<file path="config.mk">
export PLATFORM = sky130hd
export DESIGN_NAME = pwm_timer
export DESIGN_NICKNAME = d
export VERILOG_FILES = /design/src/hw/pwm_pkg.sv /design/src/hw/pwm_cmp_if.sv /design/src/hw/pwm_cmp_chan.sv /design/src/hw/pwm_timer.sv
export VERILOG_INCLUDE_DIRS = /design/src /design/src/hw
export SDC_FILE = /design/constraint.sdc
export NUM_CORES = 1
export LEC_CHECK = 0
export BUFFER_PORTS_ARGS = -buffer_cell sky130_fd_sc_hd__buf_2
export CORE_MARGIN = 2
export CORE_UTILIZATION = 45
export DETAILED_ROUTE_END_ITERATION = 7
export MAX_ROUTING_LAYER = met4
export PLACE_DENSITY = 0.67
export SLEW_MARGIN = 15
export SYNTH_ARGS = -nofsm -noshare
export SYNTH_HDL_FRONTEND = slang
export SYNTH_SLANG_ARGS = --single-unit
</file>
<file path="constraint.sdc">
create_clock -name I_CORE_CLK -period 6.75 [get_ports I_CORE_CLK]
set_input_delay 1.35 -clock I_CORE_CLK [delete_from_list [all_inputs] [get_ports I_CORE_CLK]]
set_output_delay 1.35 -clock I_CORE_CLK [all_outputs]
set_load 0.03 [all_outputs]
</file>
<file path="src/hw/pwm_defines.svh">
`ifndef PWM_DEFINES_SVH
`define PWM_DEFINES_SVH

// register byte offsets
`define PWM_ADDR_W        5
`define PWM_REG_CTRL      5'h00
`define PWM_REG_CMP_A     5'h04
`define PWM_REG_CMP_B     5'h08
`define PWM_REG_COUNT     5'h0C
`define PWM_REG_PRESC     5'h10
`define PWM_REG_STATUS    5'h14

// control register fields
`define PWM_CTRL_WGM_LSB  0
`define PWM_CTRL_WGM_MSB  2
`define PWM_CTRL_ACTA_LSB 4
`define PWM_CTRL_ACTA_MSB 5
`define PWM_CTRL_ACTB_LSB 6
`define PWM_CTRL_ACTB_MSB 7

// status register fields
`define PWM_STAT_OVF_BIT  0
`define PWM_STAT_DIR_BIT  1

// counter limits and reset values
`define PWM_BOTTOM        8'h00
`define PWM_FIXED_TOP     8'hFF
`define PWM_RST_CTRL      8'h00
`define PWM_RST_CMP       8'h00
`define PWM_RST_COUNT     8'h00
`define PWM_RST_PRESC     8'h00

`endif

</file>
<file path="src/hw/pwm_pkg.sv">
`default_nettype none

package pwm_pkg;

    typedef enum logic [2:0] {
        WGM_NORMAL   = 3'b000,
        WGM_PC_FIXED = 3'b001,
        WGM_PC_CMPA  = 3'b101
    } waveform_e;

    typedef enum logic [1:0] {
        ACT_OFF    = 2'b00,
        ACT_TOGGLE = 2'b01,
        ACT_CLR_UP = 2'b10,
        ACT_SET_UP = 2'b11
    } action_e;

    typedef enum logic {
        DIR_DOWN = 1'b0,
        DIR_UP   = 1'b1
    } dir_e;

    function automatic logic is_pwm_mode(input logic [2:0] wgm);
        return (wgm == WGM_PC_FIXED) || (wgm == WGM_PC_CMPA);
    endfunction

endpackage

`default_nettype wire

</file>
<file path="src/hw/pwm_cmp_if.sv">
`default_nettype none

interface pwm_cmp_if #(
    parameter int W = 8
);
    logic         tick;
    logic         pwm_on;
    logic         dir_up;
    logic [W-1:0] count;
    logic [W-1:0] cmp_value;
    logic [1:0]   action;
    logic         pin;

    modport timer (
        output tick,
        output pwm_on,
        output dir_up,
        output count,
        output cmp_value,
        output action,
        input  pin
    );

    modport chan (
        input  tick,
        input  pwm_on,
        input  dir_up,
        input  count,
        input  cmp_value,
        input  action,
        output pin
    );
endinterface

`default_nettype wire

</file>
<file path="src/hw/pwm_cmp_chan.sv">
`default_nettype none

module pwm_cmp_chan
    import pwm_pkg::*;
(
    // clock and reset
    input wire logic i_clk,
    input wire logic i_rst_n,
    // counter side
    pwm_cmp_if.chan  cmp
);

    logic state_ff;
    logic nxt_state;
    logic pin_ff;
    logic nxt_pin;
    logic match;

    assign match = cmp.tick && cmp.pwm_on && (cmp.count == cmp.cmp_value);

    always_comb begin
        nxt_state = state_ff;
        if (match) begin
            case (cmp.action)
                ACT_CLR_UP: nxt_state = ~cmp.dir_up;
                ACT_SET_UP: nxt_state = cmp.dir_up;
                default:    nxt_state = state_ff;
            endcase
        end
        // pin is only driven by the compare unit for the two pwm actions
        nxt_pin = cmp.action[1] ? nxt_state : 1'b0;
    end

    always_ff @(posedge i_clk) begin
        if (!i_rst_n) begin
            state_ff <= 1'b0;
            pin_ff   <= 1'b0;
        end else begin
            state_ff <= nxt_state;
            pin_ff   <= nxt_pin;
        end
    end

    assign cmp.pin = pin_ff;
endmodule

`default_nettype wire

</file>
<file path="src/hw/pwm_timer.sv">
// What this block does
// - Waveform select 1 or 5 gives phase-correct pwm
// - Counter climbs to TOP then descends to BOTTOM
// - Mode 1 TOP 0xFF; mode 5 compare A
// - Non-inverting: clear on up match, set on down
// - Inverting: set on up match, clear on down
// - Action two is non-inverting, three is inverting
// - Direction turns at TOP, TOP lasts one tick
// - Overflow flag set each time BOTTOM is reached
//
// Chosen here: the placing of the registers and the Avalon-MM register port.
`include "pwm_defines.svh"
`default_nettype none

module pwm_timer
    import pwm_pkg::*;
(
    // clock and reset
    input  wire logic        I_CORE_CLK,
    input  wire logic        I_RST_N,
    // avalon-mm slave
    input  wire logic [4:0]  I_AVS_ADDRESS,
    input  wire logic        I_AVS_READ,
    input  wire logic        I_AVS_WRITE,
    input  wire logic [31:0] I_AVS_WRITEDATA,
    input  wire logic [3:0]  I_AVS_BYTEENABLE,
    output var  logic [31:0] O_AVS_READDATA,
    output var  logic        O_AVS_WAITREQUEST,
    // waveform pins and status
    output var  logic        O_COMPARE_OUTPUT_A,
    output var  logic        O_COMPARE_OUTPUT_B,
    output var  logic        O_OVERFLOW_FLAG,
    output var  logic [7:0]  O_COUNTER_VALUE
);

    // bus slave state
    logic        ack_ff;
    logic        nxt_ack;
    logic [31:0] rdata_ff;
    logic [31:0] nxt_rdata;
    logic        wr_go;

    // software registers
    logic [7:0]  ctrl_ff;
    logic [7:0]  nxt_ctrl;
    logic [7:0]  cmp_a_ff;
    logic [7:0]  nxt_cmp_a;
    logic [7:0]  cmp_b_ff;
    logic [7:0]  nxt_cmp_b;
    logic [7:0]  presc_ff;
    logic [7:0]  nxt_presc;

    // timer state
    logic [7:0]  div_ff;
    logic [7:0]  nxt_div;
    logic [7:0]  cnt_ff;
    logic [7:0]  nxt_cnt;
    dir_e        dir_ff;
    dir_e        nxt_dir;
    logic        ovf_ff;
    logic        nxt_ovf;
    logic [7:0]  act_a_ff;
    logic [7:0]  nxt_act_a;
    logic [7:0]  act_b_ff;
    logic [7:0]  nxt_act_b;

    logic [2:0]  wgm;
    logic        pwm_on;
    logic        tick;
    logic [7:0]  top;
    logic        cnt_wr;
    logic        at_top;
    logic        step;
    logic        ovf_set;
    logic        ovf_clr;

    pwm_cmp_if #(.W(8)) chan_a_if ();
    pwm_cmp_if #(.W(8)) chan_b_if ();

    // one wait cycle on every access keeps read data registered
    assign O_AVS_WAITREQUEST = (I_AVS_READ || I_AVS_WRITE) && !ack_ff;
    assign wr_go = I_AVS_WRITE && ack_ff && I_AVS_BYTEENABLE[0];

    assign wgm    = ctrl_ff[`PWM_CTRL_WGM_MSB:`PWM_CTRL_WGM_LSB];
    assign pwm_on = is_pwm_mode(wgm);
    assign top    = (wgm == WGM_PC_CMPA) ? act_a_ff
                                         : `PWM_FIXED_TOP;
    assign tick   = (div_ff == presc_ff);
    assign cnt_wr = wr_go && (I_AVS_ADDRESS == `PWM_REG_COUNT);
    // a software counter write takes the cycle; no step, no match
    assign step   = tick && pwm_on && !cnt_wr;
    assign at_top = (dir_ff == DIR_UP) && (cnt_ff >= top);
    assign ovf_set = step && (cnt_ff == `PWM_BOTTOM);
    assign ovf_clr = wr_go && (I_AVS_ADDRESS == `PWM_REG_STATUS)
                     && I_AVS_WRITEDATA[`PWM_STAT_OVF_BIT];

    always_comb begin
        nxt_ack   = (I_AVS_READ || I_AVS_WRITE) && !ack_ff;
        nxt_rdata = rdata_ff;
        if (I_AVS_READ && !ack_ff) begin
            nxt_rdata = 32'h0000_0000;
            case (I_AVS_ADDRESS)
                `PWM_REG_CTRL:   nxt_rdata[7:0] = ctrl_ff;
                `PWM_REG_CMP_A:  nxt_rdata[7:0] = cmp_a_ff;
                `PWM_REG_CMP_B:  nxt_rdata[7:0] = cmp_b_ff;
                `PWM_REG_COUNT:  nxt_rdata[7:0] = cnt_ff;
                `PWM_REG_PRESC:  nxt_rdata[7:0] = presc_ff;
                `PWM_REG_STATUS: begin
                    nxt_rdata[`PWM_STAT_OVF_BIT] = ovf_ff;
                    nxt_rdata[`PWM_STAT_DIR_BIT] = dir_ff;
                end
                default:         nxt_rdata = 32'h0000_0000;
            endcase
        end
    end

    always_comb begin
        nxt_ctrl  = ctrl_ff;
        nxt_cmp_a = cmp_a_ff;
        nxt_cmp_b = cmp_b_ff;
        nxt_presc = presc_ff;
        if (wr_go) begin
            case (I_AVS_ADDRESS)
                `PWM_REG_CTRL:  nxt_ctrl  = I_AVS_WRITEDATA[7:0];
                `PWM_REG_CMP_A: nxt_cmp_a = I_AVS_WRITEDATA[7:0];
                `PWM_REG_CMP_B: nxt_cmp_b = I_AVS_WRITEDATA[7:0];
                `PWM_REG_PRESC: nxt_presc = I_AVS_WRITEDATA[7:0];
                default:        nxt_ctrl  = ctrl_ff;
            endcase
        end
    end

    always_comb begin
        nxt_div = tick ? 8'h00 : div_ff + 8'h01;
        nxt_cnt = cnt_ff;
        nxt_dir = dir_ff;
        if (!pwm_on) begin
            nxt_dir = DIR_UP;
        end
        if (cnt_wr) begin
            nxt_cnt = I_AVS_WRITEDATA[7:0];
        end else if (step) begin
            if (dir_ff == DIR_UP) begin
                if (at_top) begin
                    // the count showed TOP for exactly this tick
                    nxt_dir = DIR_DOWN;
                    nxt_cnt = (cnt_ff == `PWM_BOTTOM) ? `PWM_BOTTOM
                                                      : cnt_ff - 8'h01;
                end else begin
                    nxt_cnt = cnt_ff + 8'h01;
                end
            end else begin
                if (cnt_ff == `PWM_BOTTOM) begin
                    nxt_dir = DIR_UP;
                    nxt_cnt = (top == `PWM_BOTTOM) ? `PWM_BOTTOM
                                                   : cnt_ff + 8'h01;
                end else begin
                    nxt_cnt = cnt_ff - 8'h01;
                end
            end
        end
    end

    always_comb begin
        // set wins over a clear in the same cycle
        nxt_ovf = ovf_set || (ovf_ff && !ovf_clr);
        // compare values are double buffered and taken over at TOP so a
        // period never sees two different thresholds
        nxt_act_a = act_a_ff;
        nxt_act_b = act_b_ff;
        if (!pwm_on || (step && at_top)) begin
            nxt_act_a = cmp_a_ff;
            nxt_act_b = cmp_b_ff;
        end
    end

    always_ff @(posedge I_CORE_CLK) begin
        if (!I_RST_N) begin
            ack_ff   <= 1'b0;
            rdata_ff <= 32'h0000_0000;
            ctrl_ff  <= `PWM_RST_CTRL;
            cmp_a_ff <= `PWM_RST_CMP;
            cmp_b_ff <= `PWM_RST_CMP;
            presc_ff <= `PWM_RST_PRESC;
            div_ff   <= 8'h00;
            cnt_ff   <= `PWM_RST_COUNT;
            dir_ff   <= DIR_UP;
            ovf_ff   <= 1'b0;
            act_a_ff <= `PWM_RST_CMP;
            act_b_ff <= `PWM_RST_CMP;
        end else begin
            ack_ff   <= nxt_ack;
            rdata_ff <= nxt_rdata;
            ctrl_ff  <= nxt_ctrl;
            cmp_a_ff <= nxt_cmp_a;
            cmp_b_ff <= nxt_cmp_b;
            presc_ff <= nxt_presc;
            div_ff   <= nxt_div;
            cnt_ff   <= nxt_cnt;
            dir_ff   <= nxt_dir;
            ovf_ff   <= nxt_ovf;
            act_a_ff <= nxt_act_a;
            act_b_ff <= nxt_act_b;
        end
    end

    assign chan_a_if.tick      = step;
    assign chan_a_if.pwm_on    = pwm_on;
    assign chan_a_if.dir_up    = (dir_ff == DIR_UP);
    assign chan_a_if.count     = cnt_ff;
    assign chan_a_if.cmp_value = act_a_ff;
    assign chan_a_if.action    =
        ctrl_ff[`PWM_CTRL_ACTA_MSB:`PWM_CTRL_ACTA_LSB];

    assign chan_b_if.tick      = step;
    assign chan_b_if.pwm_on    = pwm_on;
    assign chan_b_if.dir_up    = (dir_ff == DIR_UP);
    assign chan_b_if.count     = cnt_ff;
    assign chan_b_if.cmp_value = act_b_ff;
    assign chan_b_if.action    =
        ctrl_ff[`PWM_CTRL_ACTB_MSB:`PWM_CTRL_ACTB_LSB];

    pwm_cmp_chan u_chan_a (
        .i_clk   (I_CORE_CLK),
        .i_rst_n (I_RST_N),
        .cmp     (chan_a_if.chan)
    );

    pwm_cmp_chan u_chan_b (
        .i_clk   (I_CORE_CLK),
        .i_rst_n (I_RST_N),
        .cmp     (chan_b_if.chan)
    );

    assign O_AVS_READDATA     = rdata_ff;
    assign O_COMPARE_OUTPUT_A = chan_a_if.pin;
    assign O_COMPARE_OUTPUT_B = chan_b_if.pin;
    assign O_OVERFLOW_FLAG    = ovf_ff;
    assign O_COUNTER_VALUE    = cnt_ff;
endmodule

`default_nettype wire

</file>
# Word level (Yosys, flattened, before mapping)
# Index checks and enable logic that the tools add are counted.
# word_totals
mem_count,0
register_bits,79
ram_bits,0
latch_bits,0
word_cells,91
out_inout_bits,44
rom_bits,0
input_bits,45
# op_classes
n_addsub,3
magnitude_cmp,1
n_eq_ne,14
n_shift,0
bitwise,2
n_mul,0
muxes,20
div_mod_pow,0
reduce_logical,35
# ops
operator,count
2-to-1 mux 8 bit,8
case mux 6 bit (5 select lines),1
equality test 8 bit,3
adder 8 x 1 -> 8 bit (second input constant),2
logical AND 1 bit,16
zero test 8 bit,2
case mux 2 bit (6 select lines),1
AND reduction 2 bit,6
equality test 5 x 4 -> 1 bit (second input constant),2
equality test 5 bit (second input constant),2
equality test 2 bit (second input constant),4
>= comparator 8 bit,1
2-to-1 mux 1 bit,8
subtractor 8 x 1 -> 8 bit (second input constant),1
equality test 5 x 3 -> 1 bit (second input constant),1
zero test 5 bit,1
zero test 1 bit,4
logical OR 1 bit,4
case mux 1 bit (2 select lines),2
equality test 3 x 1 -> 1 bit (second input constant),1
equality test 3 bit (second input constant),1
NOT 1 bit,2
nonzero test 2 bit,1
OR reduction 2 bit,1

# Depth between registers and ports, before layout
# Gate-level depths: netlist (run 1).
# depth
depth_word,8
ltp_mapped,10
mapped_depth_nobuf,9

# Cells and area by module
# From an unflattened synthesis (run 1), not the netlist that was laid out.
# hier_totals
cells_unflattened,531
hier_area_um2,4556.9
# modules_own_cells
module,seq_area_each_um2,area_per_inst_um2,cells_per_inst,instances
pwm_timer,1501.4,4144.0,489,1
pwm_cmp_chan,40.0,206.4,21,2

# Worst setup path after synthesis (run 1)
# No wires, ideal clock.
# synth_timing
kind,input to output
startpoint,input port I_AVS_WRITE
endpoint,output port O_AVS_WAITREQUEST
cell_stages,2
required_ns,5.400
arrival_time_ns,1.797
path_buffers,0
setup_slack_ns,3.603
cell_sequence,nor2_1 -> nor2_1
# synth_via
elab_chain_cells,2
# synth_rtl
element,line_no,text
"start, declared",pwm_timer.sv:24,"input wire logic I_AVS_WRITE,"
logical OR 1 bit,pwm_timer.sv:81,assign O_AVS_WAITREQUEST = (I_AVS_READ || I_AVS_WRITE) && !ack_ff;
logical AND 1 bit,pwm_timer.sv:81,
"end, declared",pwm_timer.sv:28,"output var logic O_AVS_WAITREQUEST,"
# Every way passes these cells.

# Worst setup path in the final report (run 1)
# layout_timing
startpoint,input port I_AVS_ADDRESS[4]
endpoint,register act_a_ff[5]
# layout_via
elab_chain_cells,6
# layout_rtl
element,line_no,text
"start, declared",pwm_timer.sv:22,"input wire logic [4:0] I_AVS_ADDRESS,"
equality test 5 x 4 -> 1 bit,-,
logical AND 1 bit,pwm_timer.sv:89,assign cnt_wr = wr_go && (I_AVS_ADDRESS == `PWM_REG_COUNT);
zero test 1 bit,pwm_timer.sv:91,assign step = tick && pwm_on && !cnt_wr;
logical AND 1 bit,pwm_timer.sv:91,
logical AND 1 bit,pwm_timer.sv:171,if (!pwm_on || (step && at_top)) begin
logical OR 1 bit,pwm_timer.sv:171,
"end signal, assigned",pwm_timer.sv:189,act_a_ff <= `PWM_RST_CMP;
"end signal, assigned",pwm_timer.sv:202,act_a_ff <= nxt_act_a;
"end, declared",pwm_timer.sv:62,logic [7:0] act_a_ff;
# Every way passes these cells.
# A chain may end at the register's enable or synchronous reset.

==> metrics.log, run 1 <==
INFO  metric clock_skew = between 0.01 and 0.015 ns
INFO  metric timing.slew.headroom = 46.9%
INFO  metric drt_iter0_drc = roughly 440
INFO  metric multi_input_area = 2680 um2
INFO  metric htree_levels = 3
INFO  metric rows = 36
INFO  metric area_delta_synth_final = 6.27%
INFO  metric crit-reg2reg-capture = O_COUNTER_VALUE[1]
INFO  metric placement.io_buffers = 37
INFO  metric grt_pass1_wl = 19300 um
INFO  metric synth_area = 4570 um2
INFO  metric syn_area_per_cell = approximately 8.4 um2
INFO  metric critPathRequiredTime = between 7 and 8 ns
INFO  metric synth-warning-count = 0
INFO  metric placement.setup.worst_slack = 3.23 ns
INFO  metric num-fill-cells = 980
INFO  metric report.final.setup_viol = 0
INFO  metric cts_resized = 0
INFO  metric fin_tns_setup = 0 ns
INFO  metric design.die.area = about 11000 um2
INFO  metric synth_most_common_cell = sky130_fd_sc_hd__nand2_1
INFO  metric netlist.area_leader.share = between 30% and 40%
INFO  metric synthTopCellsByCount = 90 x sky130_fd_sc_hd__nand2_1, 79 x sky130_fd_sc_hd__dfxtp_1, 36 x sky130_fd_sc_hd__nand3_1
INFO  metric yosys_register_bits = 79
INFO  metric detailroute.via_count = between 3000 and 4000
INFO  metric tritoncts_clock_tree = done
INFO  metric post-route-util = 49.4%
INFO  metric cts_hold_buffers = 0
INFO  metric critical_path_arrival = roughly 3.5 ns
INFO  metric cts_setup_buffers = 0
INFO  metric cellLeakagePower = 0.00200 uW
INFO  metric initial_core_util = 46.5%
INFO  metric worst_hold_endpoint = O_AVS_READDATA[2]
INFO  metric finalHoldViolCount = 0
INFO  metric finish.net_count = just over 600
INFO  metric synthDominantAreaCellType = sky130_fd_sc_hd__dfxtp_1
INFO  metric timing.critical_path.from_type = input pin
INFO  metric grt.met3_usage = 4.18%
INFO  metric max_slew.worst_pin.slew = 0.796 ns
INFO  metric dp_hpwl = 8350 um
INFO  metric power.density = 189 nW/um2
INFO  metric synth_sequential_area_ratio = 34.6%
INFO  metric async_flop_share = 0%
INFO  metric boundary_pin_count = 89
INFO  metric final.setup.worst_slack = between 3 and 4 ns
INFO  metric run_status = complete, no violations
INFO  metric p_total = 917 uW
INFO  metric worstPathMaxFanout = 16
INFO  metric crit_type = input pin to flip-flop
INFO  metric routed_wirelength = around 12000 um
INFO  metric globalplace.congestion = 0.898
INFO  metric slew_viol_final = 0
INFO  metric grtUsageMet1 = between 20% and 30%
INFO  metric fp.coreArea = ~10000 um2
INFO  metric die_height = between 100 and 150 um
INFO  metric grt_antenna_before_repair = 0
INFO  metric largest_net_degree_at_the_start_of_global_routing = 92
INFO  metric rsz0062_at_grt = no
INFO  metric die-width = 105 um
INFO  metric wl_per_cell = roughly 17 um
INFO  metric synth-main-ff-cell = sky130_fd_sc_hd__dfxtp_1
INFO  metric cts_root_buf = sky130_fd_sc_hd__clkbuf_8
INFO  metric vdd_drop_max = 0.0975 mV
INFO  metric grt.overflow.total = 0
INFO  metric min_delay_path_depth = 2
INFO  metric hold_class = flip-flop to flip-flop
INFO  metric worst_setup_hold_path_clk_slew = 0.08 ns
INFO  metric clk_latency = 0.36 ns
INFO  metric cts_num_sinks = 79
INFO  metric global_route.usage.total = 23.0%
INFO  metric globalRoute.busiestLayer = met2
INFO  metric r2r-start = ctrl_ff[0]
INFO  metric r2r_slack = 3.89 ns
INFO  metric buffer_depth_of_the_longest_clock_path = 2
INFO  metric postSynthCellCount = approximately 550
INFO  metric detail_route.vias_per_cell = 5.65
INFO  metric synth.distinct_cells = 66
INFO  metric antenna-diode-count = 0
INFO  metric detailedRoute.firstPassIterationCount = 5
INFO  metric synth_area_leaders = sky130_fd_sc_hd__dfxtp_1 35%, sky130_fd_sc_hd__nand2_1 7.4%, sky130_fd_sc_hd__xor2_1 5.8%
INFO  metric number_of_buffers_created_by_cts = 9
INFO  metric timing.reg2reg.worst_path_depth = 9
INFO  metric drive_above_1_share = 12.1%
INFO  metric regArea = 1580 um2
INFO  metric grtUsageMet2 = 34.8%
INFO  metric clock_period_minus_final_worst_setup_slack = 3.18 ns
INFO  metric synth_edf_count = 0
INFO  metric route.antenna.remaining_nets = 0
INFO  metric worstSetupEndpointType = flip-flop
INFO  metric ratio_of_final_minimum_period_to_clock_period = ~47%
INFO  metric drc_violation_count_after_routing = 0
INFO  metric fmax = 314 MHz
INFO  metric hp-start = O_AVS_READDATA[2]
INFO  metric cap_viol_max_count = 0
INFO  metric via_count_of_the_first_global_routing_pass = 3637
## registers in the layout, indices dropped and copies added (netlist names), 8 cells and up
signal / flops
presc_ff: 8
act_a_ff: 8
div_ff: 8
O_AVS_READDATA: 8
ctrl_ff: 8
cmp_b_ff: 8
cmp_a_ff: 8
act_b_ff: 8
O_COUNTER_VALUE: 8
## critical path: stages
cell	delay (ns)
sky130_fd_sc_hd__buf_2	0.12
sky130_fd_sc_hd__nor3_2	0.24
sky130_fd_sc_hd__and3_1	0.44
sky130_fd_sc_hd__and2_4	0.29
sky130_fd_sc_hd__nor2_4	0.06
sky130_fd_sc_hd__a31oi_4	0.67
sky130_fd_sc_hd__mux2i_1	0.27
## per-layer routing
layer	part of all wire, %	vias up
met4	3.4	0
li1	-	1861
met1	45	1872
met5	0	-
met2	45	167
met3	6.4	27
## worst max path at each step
stage | from | end | slack, ns | cells after the start
detailed placement | I_AVS_ADDRESS[4] | act_b_ff[4] | 3.23 | 7
finish | I_AVS_ADDRESS[4] | act_a_ff[5] | 3.57 | 7
global placement | I_AVS_ADDRESS[4] | act_b_ff[6] | 3.30 | 7
global route | I_AVS_ADDRESS[4] | act_a_ff[4] | 3.45 | 7
CTS | I_AVS_ADDRESS[4] | act_a_ff[4] | 3.60 | 7
floorplan | I_AVS_WRITE | O_AVS_WAITREQUEST | 3.60 | 2
## power breakdown
| group | internal [uW] | switching [uW] | total (uW) |
|---|---|---|---|
| clock network | 208 | 176 | 384 |
| logic | 14.2 | 49.3 | 63.4 |
| registers | 467 | 2.33 | 470 |
## stage by stage
step                      instances  hold WS, ns  cell area [um2]
after detailed placement        680        0.462             4650
after CTS                       695        0.474             4850
final                           695        0.472             4850
after floorplan                 569        0.444             4650
after global routing            695        0.498             4850
after global placement          680        0.454             4650
## placed cells by master (no fill, tap or decap), types with 13 or more instances in the layout
cell and n:
sky130_fd_sc_hd__mux2i_1 24, sky130_fd_sc_hd__conb_1 24, sky130_fd_sc_hd__xnor2_1 13, sky130_fd_sc_hd__nand2_1 90, sky130_fd_sc_hd__buf_2 37, sky130_fd_sc_hd__o21ai_0 20
sky130_fd_sc_hd__nor2_1 24, sky130_fd_sc_hd__and3_1 13, sky130_fd_sc_hd__dfxtp_1 79, sky130_fd_sc_hd__nand3_1 36, sky130_fd_sc_hd__xor2_1 30, sky130_fd_sc_hd__a21boi_0 30
## final cells by class
class,count,share of cell area [%]
Clock buffer,12,2.78
Clock inverter,3,1.42
Sequential cell,79,32.6
Multi-Input combinational cell,425,55.3
Timing Repair Buffer,40,4.28
Inverter,3,0.232
Tap cell,133,3.43
## logic make-up after synthesis
| family | Yosys count | synth area share [%] |
|---|---|---|
| and+or+nand+nor | 220 | 23.6 |
| other | 1 | 0.0821 |
| AOI/OAI and AO/OA | 100 | 15.9 |
| adders and majority gates | 12 | 3.29 |
| xor gates and xnor gates | 43 | 8.25 |
| buffers and inverters | 65 | 8.52 |
| muxes | 26 | 5.75 |
| DFF | 79 | 34.6 |
Note: power is estimated with default switching activity, not from simulation.
==> run 2: changes to the inputs <==
Clock period 6.75 ns to 3.2 ns, I/O delays scaled along.
==> run 2 against run 1 <==
Routed wire length grew 0.43%. Largest power group is now clock. First-iteration DRC count shrank 26%. Clock skew shrank 0.0022 ns.
==> metrics.log, run 2 (synthesized netlist as in run 1, its figures left out) <==
INFO  metric run_status = complete, no violations
INFO  metric globalplace.congestion = 0.865 (-3.7%)
INFO  metric report.final.setup_viol = 0 (unchanged)
INFO  metric rsz0062_at_grt = no
INFO  metric route.antenna.remaining_nets = 0 (unchanged)
INFO  metric drive_above_1_share = 14.1% (+2.0 points)
INFO  metric buffer_depth_of_the_longest_clock_path = 2 (unchanged)
INFO  metric timing.slew.headroom = 52.6% (+5.7 points)
INFO  metric initial_core_util = 46.5% (unchanged)
INFO  metric grt.met3_usage = 4.74% (+0.56 points)
INFO  metric via_count_of_the_first_global_routing_pass = 3650 (+0.36%)
INFO  metric tritoncts_clock_tree = done
INFO  metric grt_antenna_before_repair = 0 (unchanged)
INFO  metric boundary_pin_count = 89 (unchanged)
INFO  metric wl_per_cell = 17.2 um (-1.1%)
INFO  metric placement.io_buffers = 37 (unchanged)
INFO  metric largest_net_degree_at_the_start_of_global_routing = 43 (-53%)
INFO  metric power.density = 428 nW/um2 (+130%)
INFO  metric ratio_of_final_minimum_period_to_clock_period = 89.3%
INFO  metric worst_setup_hold_path_clk_slew = 0.09 ns (about the same)
INFO  metric globalRoute.busiestLayer = met2
INFO  metric dp_hpwl = 8500 um (+1.7%)
INFO  metric cts_hold_buffers = 0 (unchanged)
INFO  metric finalHoldViolCount = 0 (unchanged)
INFO  metric max_slew.worst_pin.slew = 0.711 ns (-0.0854 ns)
INFO  metric die-width = 105 um (unchanged)
INFO  metric detailroute.via_count = 3927 (unchanged)
INFO  metric critical_path_arrival = 3.13 ns (-0.33 ns)
INFO  metric grt.overflow.total = 0 (unchanged)
INFO  metric rows = 36 (unchanged)
INFO  metric vdd_drop_max = 0.237 mV (+140%)
INFO  metric fp.coreArea = 9820 um2 (unchanged)
INFO  metric critical-path-slowest-cell = sky130_fd_sc_hd__or4_1
INFO  metric grtUsageMet2 = 35.0% (+0.19 points)
INFO  metric global_route.usage.total = 22.9% (-0.13 points)
INFO  metric die_height = 105 um (unchanged)
INFO  metric design.die.area = 11000 um2 (unchanged)
INFO  metric placed_cell_area = 4720 um2 (+1.6%)
INFO  metric fmax = approximately 350 MHz
INFO  metric path_delay_family = simple AND/OR/NAND/NOR gates
INFO  metric cp_num_buf_inv = 0 (-1)
INFO  metric cellLeakagePower = 0.00208 uW (+4.3%)
INFO  metric finish.net_count = 625 (+1.6%)
INFO  metric cts_setup_buffers = 0 (unchanged)
INFO  metric worstPathMaxFanout = 15 (-1)
INFO  metric clock_period_minus_final_worst_setup_slack = approximately 2.9 ns
INFO  metric num-fill-cells = 943 (-3.8%)
INFO  metric antenna-diode-count = 0 (unchanged)
INFO  metric cts_resized = 0 (unchanged)
INFO  metric cap_viol_max_count = 0 (unchanged)
INFO  metric detail_route.vias_per_cell = 5.56 (-1.6%)
INFO  metric hold_class = flip-flop to flip-flop
INFO  metric slew_viol_final = 0 (unchanged)
INFO  metric grtUsageMet1 = 29.2% (-0.73 points)
INFO  metric routed_wirelength = 12100 um (+0.43%)
INFO  metric detailedRoute.firstPassIterationCount = 6 (+1)
INFO  metric crit_type = flip-flop to flip-flop
INFO  metric cpPeakStageDelay = 0.48 ns (-0.19 ns)
INFO  metric cts_root_buf = sky130_fd_sc_hd__clkbuf_8
INFO  metric cts_num_sinks = 79 (unchanged)
INFO  metric clk_latency = 0.36 ns (about the same)
INFO  metric cell_by_cell_trace_of_the_critical_path = nand3b_1 -> or2_2 -> ha_1 -> a31oi_1 -> nor2b_1 -> or4_1 -> nand2_1 -> o21ai_0 -> a211oi_1
INFO  metric htree_levels = 3 (unchanged)
INFO  metric number_of_buffers_created_by_cts = 9 (unchanged)
INFO  metric final_common_cell = sky130_fd_sc_hd__nand2_1
INFO  metric drt_iter0_drc = 321 (-26%)
INFO  metric layout_common_cells = 90 x sky130_fd_sc_hd__nand2_1, 79 x sky130_fd_sc_hd__dfxtp_1, 37 x sky130_fd_sc_hd__buf_2, 36 x sky130_fd_sc_hd__nand3_1
INFO  metric fin_tns_setup = 0 ns (unchanged)
INFO  metric critPathRequiredTime = 3.47 ns (-3.56 ns)
INFO  metric worstSetupEndpointType = flip-flop
INFO  metric grt_pass1_wl = 19100 um (-0.79%)
INFO  metric clock_skew = 0.0111 ns (-0.00219 ns)
INFO  metric timing.critical_path.from_type = flip-flop
INFO  metric area_delta_synth_final = 9.32%
INFO  metric postLayoutCellArea = 4990 um2 (+2.9%)
INFO  metric drc_violation_count_after_routing = 0 (unchanged)
[run 2: per-layer routing]
layer / up-vias / wire [um]
met1: 1850 / 5360
met4: 0 / 429
met3: 29 / 875
met5: - / 0
met2: 161 / 5450
li1: 1887 / -
[run 2: where the power goes]
group | internal [uW] | total [uW] | switching (uW)
Sequential | 986 | 990 | 3.64
Combinational | 31.1 | 136 | 105
Clock | 606 | 1010 | 404
Total | 1620 | 2140 | 512
[run 2: worst paths after layout]
kind	start	to	slack, ns	cells past startpoint
max	ctrl_ff[1]	O_COUNTER_VALUE[2]	0.34	9
min	act_b_ff[6]	act_b_ff[6]	0.47	2
max reg2reg	ctrl_ff[1]	O_COUNTER_VALUE[2]	0.34	9
min reg2reg	act_b_ff[6]	act_b_ff[6]	0.47	2
[run 2: worst reg2reg max path, stage by stage, from the launching register on]
cell and delay (ns):
sky130_fd_sc_hd__dfxtp_1 0.34, sky130_fd_sc_hd__nand3b_1 0.29, sky130_fd_sc_hd__or2_2 0.35, sky130_fd_sc_hd__ha_1 0.27
sky130_fd_sc_hd__a31oi_1 0.16, sky130_fd_sc_hd__nor2b_1 0.09, sky130_fd_sc_hd__or4_1 0.48, sky130_fd_sc_hd__nand2_1 0.37
sky130_fd_sc_hd__o21ai_0 0.18, sky130_fd_sc_hd__a211oi_1 0.26
[run 2: through the flow]
step / utilization [%] / hold WS [ns] / power [uW] / instances / setup WS [ns]
floorplan: - / 0.444 / 1130 / 569 / 0.535
global placement: 48.1 / 0.452 / 1150 / 690 / 0.451
detailed placement: 48.1 / 0.459 / 1150 / 690 / 0.389
CTS: 50.8 / 0.475 / 2140 / 706 / 0.377
global route: 50.8 / 0.500 / 2200 / 706 / 0.129
finish: 50.8 / 0.473 / 2140 / 706 / 0.341
[run 2: cell type report]
cell class,count,area [um2],share of cell area [%]
clock buffer,10,128,2.56
clock inverter,6,140,2.81
inverter,3,11.3,0.226
multi-input combinational,425,2680,53.7
sequential,79,1580,31.7
tap,133,166,3.33
timing repair buffer,50,283,5.66
